[src/core/tsrr_pkg.sv]
package tsrr_pkg;

  // ****************************************
  // Reset values and encodings
  // ****************************************
  localparam logic OUT_RESET_VAL  = 1'h0;
  localparam logic TRG_RESET_VAL  = 1'h0;
  localparam logic PRIO_CLEAR_WINS = 1'h0;
  localparam logic PRIO_SET_WINS   = 1'h1;
  localparam logic MODE_TOGGLE     = 1'h0;
  localparam logic MODE_LATCHING   = 1'h1;

  typedef struct packed {
    logic mode;
    logic priority_sel;
    logic retentive;
  } tsrr_cfg_s;

  typedef struct packed {
    logic set_in;
    logic clear_in;
    logic toggle_pulse;
  } tsrr_in_s;

  typedef enum logic [2:0] {
    TSRR_ST_COLD  = 3'h1,
    TSRR_ST_RUN   = 3'h2,
    TSRR_ST_SPARE = 3'h4
  } tsrr_state_e;

endpackage : tsrr_pkg

[src/core/tsrr_edge_detect.sv]
module tsrr_edge_detect (
  input  wire logic i_clk,    // System clock.
  input  wire logic i_sys_rst,// Synchronous reset.
  input  wire logic i_level,  // Level to watch.
  output logic      o_rise    // Rising edge, combinational.
);

  logic prev;

  always_ff @(posedge i_clk) begin
    if (i_sys_rst) begin
      prev <= tsrr_pkg::TRG_RESET_VAL;
    end else begin
      prev <= i_level;
    end
  end

  assign o_rise = i_level & ~prev;

endmodule : tsrr_edge_detect

[src/core/tsrr_relay.sv]
module tsrr_relay (
  input  wire logic                i_clk,         // 50 MHz system clock.
  input  wire logic                i_sys_rst,     // Power-on reset, sync, high.
  input  wire tsrr_pkg::tsrr_cfg_s i_cfg,         // Mode, priority, retentivity.
  input  wire tsrr_pkg::tsrr_in_s  i_in,          // Set, clear and toggle inputs.
  output logic                     o_relay_out    // Relay output.
);

  // ****************************************
  // Edge detection
  // ****************************************
  logic toggle_rise;

  // The history flop clears on reset, so a toggle held high through the
  // release of reset counts as one edge.
  // Edge detect with a registered history flop and a combinational output.
  tsrr_edge_detect u_edge (
    .i_clk     (i_clk),
    .i_sys_rst (i_sys_rst),
    .i_level   (i_in.toggle_pulse),
    .o_rise    (toggle_rise)
  );

  // ****************************************
  // Input decode
  // ****************************************
  logic set_req;
  logic clear_req;
  logic mode_latch;
  logic set_wins;

  assign set_req    = i_in.set_in;
  assign clear_req  = i_in.clear_in;
  assign mode_latch = (i_cfg.mode == tsrr_pkg::MODE_LATCHING);
  assign set_wins   = (i_cfg.priority_sel == tsrr_pkg::PRIO_SET_WINS);

  // ****************************************
  // Toggle mode next value
  // ****************************************
  // The case walks the full table of set, clear and edge, so that an
  // edge meeting an active set or clear plainly has no effect.
  logic next_toggle_out;

  always_comb begin
    next_toggle_out = o_relay_out;
    case ({set_req, clear_req, toggle_rise})
      3'h0: begin
        next_toggle_out = o_relay_out;
      end
      3'h1: begin
        next_toggle_out = ~o_relay_out;
      end
      3'h2,
      3'h3: begin
        next_toggle_out = 1'h0;
      end
      3'h4,
      3'h5: begin
        next_toggle_out = 1'h1;
      end
      3'h6,
      3'h7: begin
        if (set_wins) begin
          next_toggle_out = 1'h1;
        end else begin
          next_toggle_out = 1'h0;
        end
      end
      default: begin
        next_toggle_out = o_relay_out;
      end
    endcase
  end

  // ****************************************
  // Latching mode next value
  // ****************************************
  logic next_latch_out;

  always_comb begin
    next_latch_out = o_relay_out;
    case ({set_req, clear_req})
      2'h0: begin
        next_latch_out = o_relay_out;
      end
      2'h1: begin
        next_latch_out = 1'h0;
      end
      2'h2: begin
        next_latch_out = 1'h1;
      end
      2'h3: begin
        next_latch_out = 1'h0;
      end
      default: begin
        next_latch_out = o_relay_out;
      end
    endcase
  end

  // ****************************************
  // Mode select
  // ****************************************
  // Priority and edges only matter in toggle mode; the latch ignores both.
  logic next_relay_out;

  always_comb begin
    if (mode_latch) begin
      next_relay_out = next_latch_out;
    end else begin
      next_relay_out = next_toggle_out;
    end
  end

  // ****************************************
  // Retained storage
  // ****************************************
  // This copy stands for the non-volatile cell of a retentive instance.
  // It follows the output while running and a retentive reset leaves it
  // alone, so the output is reloaded from it during the outage.
  logic kept_state;

  always_ff @(posedge i_clk) begin
    if (i_sys_rst) begin
      if (!i_cfg.retentive) begin
        kept_state <= tsrr_pkg::OUT_RESET_VAL;
      end else begin
        kept_state <= kept_state;
      end
    end else begin
      kept_state <= next_relay_out;
    end
  end

  // ****************************************
  // Output state and power-on handling
  // ****************************************
  // The reset stands for a power loss. A retentive instance keeps its
  // state through it, as if held in non-volatile storage.
  always_ff @(posedge i_clk) begin
    if (i_sys_rst) begin
      if (!i_cfg.retentive) begin
        o_relay_out <= tsrr_pkg::OUT_RESET_VAL;
      end else begin
        o_relay_out <= kept_state;
      end
    end else begin
      o_relay_out <= next_relay_out;
    end
  end

endmodule : tsrr_relay

[config.mk]
export PLATFORM = sky130hd
export DESIGN_NAME = tsrr_relay
export DESIGN_NICKNAME = d
export VERILOG_FILES = /design/src/core/tsrr_pkg.sv /design/src/core/tsrr_edge_detect.sv /design/src/core/tsrr_relay.sv
export SDC_FILE = /design/constraint.sdc
export NUM_CORES = 1
export LEC_CHECK = 0
export BUFFER_PORTS_ARGS = -buffer_cell sky130_fd_sc_hd__buf_2
export CAP_MARGIN = 20
export CELL_PAD_IN_SITES_DETAIL_PLACEMENT = 0
export CELL_PAD_IN_SITES_GLOBAL_PLACEMENT = 1
export CORE_AREA = 4 4 41 43
export DETAILED_ROUTE_END_ITERATION = 8
export DIE_AREA = 0 0 45 47
export MAX_ROUTING_LAYER = met4
export PLACE_DENSITY_LB_ADDON = 0.1
export RECOVER_POWER = 50
export SYNTH_ARGS = -nofsm -noshare
export SYNTH_HDL_FRONTEND = slang
export SYNTH_SLANG_ARGS = --single-unit
[constraint.sdc]
create_clock -name i_clk -period 2.1 [get_ports i_clk]
set_input_delay 0.42 -clock i_clk [delete_from_list [all_inputs] [get_ports i_clk]]
set_output_delay 0.42 -clock i_clk [all_outputs]
set_load 0.03 [all_outputs]
==> impl_summary.log <==
INFO  metric cts-buffers-inserted = 3
INFO  metric run_status = completed
INFO  metric critPathTopFamily = flip-flops
INFO  metric commonest_non_fill_non_tap_cell_in_the_layout = buf_2
INFO  metric finalWirelength = 309 µm
INFO  metric design.die.area = 2115 µm²
INFO  metric static-leakage-power = 0.08361 nW
INFO  metric critical_path.max_fanout = 2
INFO  metric worst-r2r-setup-slack = 1.00 ns
INFO  metric final_cell_mix = buf_2 (8), clkbuf_4 (3)
INFO  metric num-nets-final = 31
INFO  metric ir_worst_vdd = 0.1692 mV
INFO  metric timing_hold_violations_final = 0
INFO  metric report.power.total = 0.0001587 W
INFO  metric sequential_element_share_of_the_synthesized_area = 43.96%
INFO  metric fillers = 159
INFO  metric worst-path-buf-inv = 1
INFO  metric crit_arrival = 0.78 ns
INFO  metric drtAntennaViolNets = 0
INFO  metric finalSetupViolCount = 0
INFO  metric synthesis.area = 113.9 µm²
INFO  metric firstDrtPassIters = 2
INFO  metric clock_tree.root_cell = clkbuf_4
INFO  metric cts_resized = 0
INFO  metric yosysWarnings = 0
INFO  metric timing.hold.worst_path_depth = 2
INFO  metric worst_skew_pair.late_latency = 0.23 ns
INFO  metric drtIter0Drc = 3
INFO  metric synth_cell_type_count = 10
INFO  metric worst_path_largest_cell_delay = 0.36 ns
INFO  metric chipWidth = 45 µm
INFO  metric timing.max_slew.rel_slack = 76.38%
INFO  metric crit-reg2reg-launch = o_relay_out$_SDFFCE_PP0P_
INFO  metric dp_hpwl = 265.4 µm
INFO  metric grt_antenna_before_repair = 0
INFO  metric port_buffers = 8
INFO  metric finalMaxSlewViolations = 0
INFO  metric grt_max_degree = 5
INFO  metric final_routed_wire_length_divided_by_cell_count = 8.351 µm
INFO  metric core_area = 1301 µm²
INFO  metric worst-endpoint-required = 1.68 ns
INFO  metric num_vias = 127
INFO  metric worst_case_clock_skew = 0.009591 ns
INFO  metric tritoncts = built
INFO  metric capture_point_of_the_worst_reg_to_reg_path = o_relay_out$_SDFFCE_PP0P_
INFO  metric total_power_density_per_cell_area = 823.5 nW/µm²
INFO  metric drv.max_cap_violation_count = 0
INFO  metric crit_path_start_kind = flip-flop
INFO  metric rsz0062_at_grt = no
INFO  metric groute.usage.overall = 3.426%
INFO  metric critical_hold_path_startpoint = i_sys_rst
INFO  metric max_clock_freq = 832.3 MHz
INFO  metric cts_max_level = 1
INFO  metric area_delta_synth_final = 69.23%
INFO  metric hold-worst-slack = 0.4077 ns
INFO  metric totalNegativeSetupSlack = 0 ns
INFO  metric n_antenna_cell = 0
INFO  metric grt_pass1_wl = 469 µm
INFO  metric grt.overflow.total = 0
INFO  metric remaining_drc_errors = 0
INFO  metric end_kind = output port
INFO  metric syn_avg_cell_area = 11.39 µm²
INFO  metric timing.setup.critical_path_class = flip-flop to output port
INFO  metric tritoncts_num_sinks = 2
INFO  metric buffers_from_clock_root_to_sink_at_most = 2
INFO  metric worstPathCellList = buf_2
INFO  metric die_height = 47 µm
INFO  metric fin_crit = 1.201 ns
INFO  metric post_cts.repair.setup_buffers = 0
INFO  metric cts.reportedPaths.clkPinSlew = 0.03 ns
INFO  metric reg2regPathDepth = 2
INFO  metric crit_path_top_delay_cell = edfxtp_1
INFO  metric synthesis.instances = 10
INFO  metric hold_crit_path_type = input port to flip-flop
INFO  metric routability_congestion = 0.6021
INFO  metric floorplan.io_pins = 9
INFO  metric ctsHoldBuffers = 0
INFO  metric hold_end = u_edge.prev$_SDFF_PP0_
INFO  metric initial_standard_cell_utilization_of_the_core = 8.750%
INFO  metric crit_share_post_route = 57.21%
INFO  metric synthesis.nets = 18
INFO  metric layout-drive-gt1-share = 50.00%
INFO  metric ys_ff_latch = 2
INFO  metric rows = 13
INFO  metric grt_pass1_vias = 151
INFO  metric worst_slew_pin_slew = 0.3454 ns
INFO  metric avgViaCountPerCell = 3.432
==> worst reg2reg max path: stages (launching register included) <==
cell and delay [ns]:
edfxtp_1 0.36, nor3b_1 0.15, a2111oi_0 0.37
==> flip-flops by register name, summed over array words and instances (netlist names) <==
signal / cells
u_edge.prev: 1
o_relay_out: 1
==> routing by layer <==
metal / part of all wire (%) / vias to the layer above / GRT usage (%) / wire length [µm]
li1: - / 64 / - / -
met1: 44 / 57 / 3.182 / 137
met2: 45 / 6 / 3.955 / 139
met3: 10 / 0 / 1.916 / 31
met4: 0 / 0 / 5.263 / 0
met5: 0 / - / - / 0
==> through the flow <==
stage	std cells	utilization [%]	worst slack, ns	area (µm²)
floorplan	10	-	0.8714	113.9
global placement	33	13.27	0.6953	172.7
detailed placement	33	13.27	0.7356	172.7
CTS	37	15.29	0.8817	198.9
global route	37	14.81	0.8559	192.7
finish	37	14.81	0.8986	192.7
==> logic make-up after synthesis <==
| kind of cell | Yosys count | synth area share (%) |
|---|---|---|
| flip-flops | 2 | 43.96 |
| AND/OR/NAND/NOR | 6 | 36.27 |
| AO/OA/AOI/OAI | 2 | 19.78 |
==> power by group <==
part / internal (W) / switching [W] / leakage, nW
clock: 0.0000705 / 0.0000216 / 0.0150
combinational: 0.0000102 / 0.0000107 / 0.0496
sequential: 0.0000447 / 0.000000951 / 0.0190
==> synth_stat cells <==
| cell type | n | area share (%) |
|---|---|---|
| a2111oi_2 | 1 | 13 |
| a22oi_1 | 1 | 6.6 |
| and2b_1 | 1 | 6.6 |
| dfxtp_1 | 1 | 18 |
| edfxtp_1 | 1 | 26 |
| nand2b_1 | 1 | 5.5 |
| nor2b_1 | 1 | 5.5 |
| nor3_1 | 1 | 4.4 |
| nor3b_1 | 1 | 6.6 |
| or3b_1 | 1 | 7.7 |
==> how the worst max path moves through the flow <==
stage / start / depth (start not counted) / end
6_report: o_relay_out$_SDFFCE_PP0P_ / 1 / o_relay_out
5_1_grt: o_relay_out$_SDFFCE_PP0P_ / 1 / o_relay_out
4_1_cts: o_relay_out$_SDFFCE_PP0P_ / 1 / o_relay_out
3_5_place_dp: i_cfg[2] / 3 / o_relay_out$_SDFFCE_PP0P_
3_3_place_gp: i_cfg[2] / 3 / o_relay_out$_SDFFCE_PP0P_
2_1_floorplan: i_cfg[2] / 2 / o_relay_out$_SDFFCE_PP0P_
==> layout make-up <==
cell class	instances	area, µm²	area share, %
clock buffer	4	26.28	13.64
sequential	2	50.05	25.97
multi-input combinational	8	57.56	29.87
timing repair buffer	8	40.04	20.78
tap	15	18.77	9.740
No activity file was read; power rests on OpenSTA's default activity.
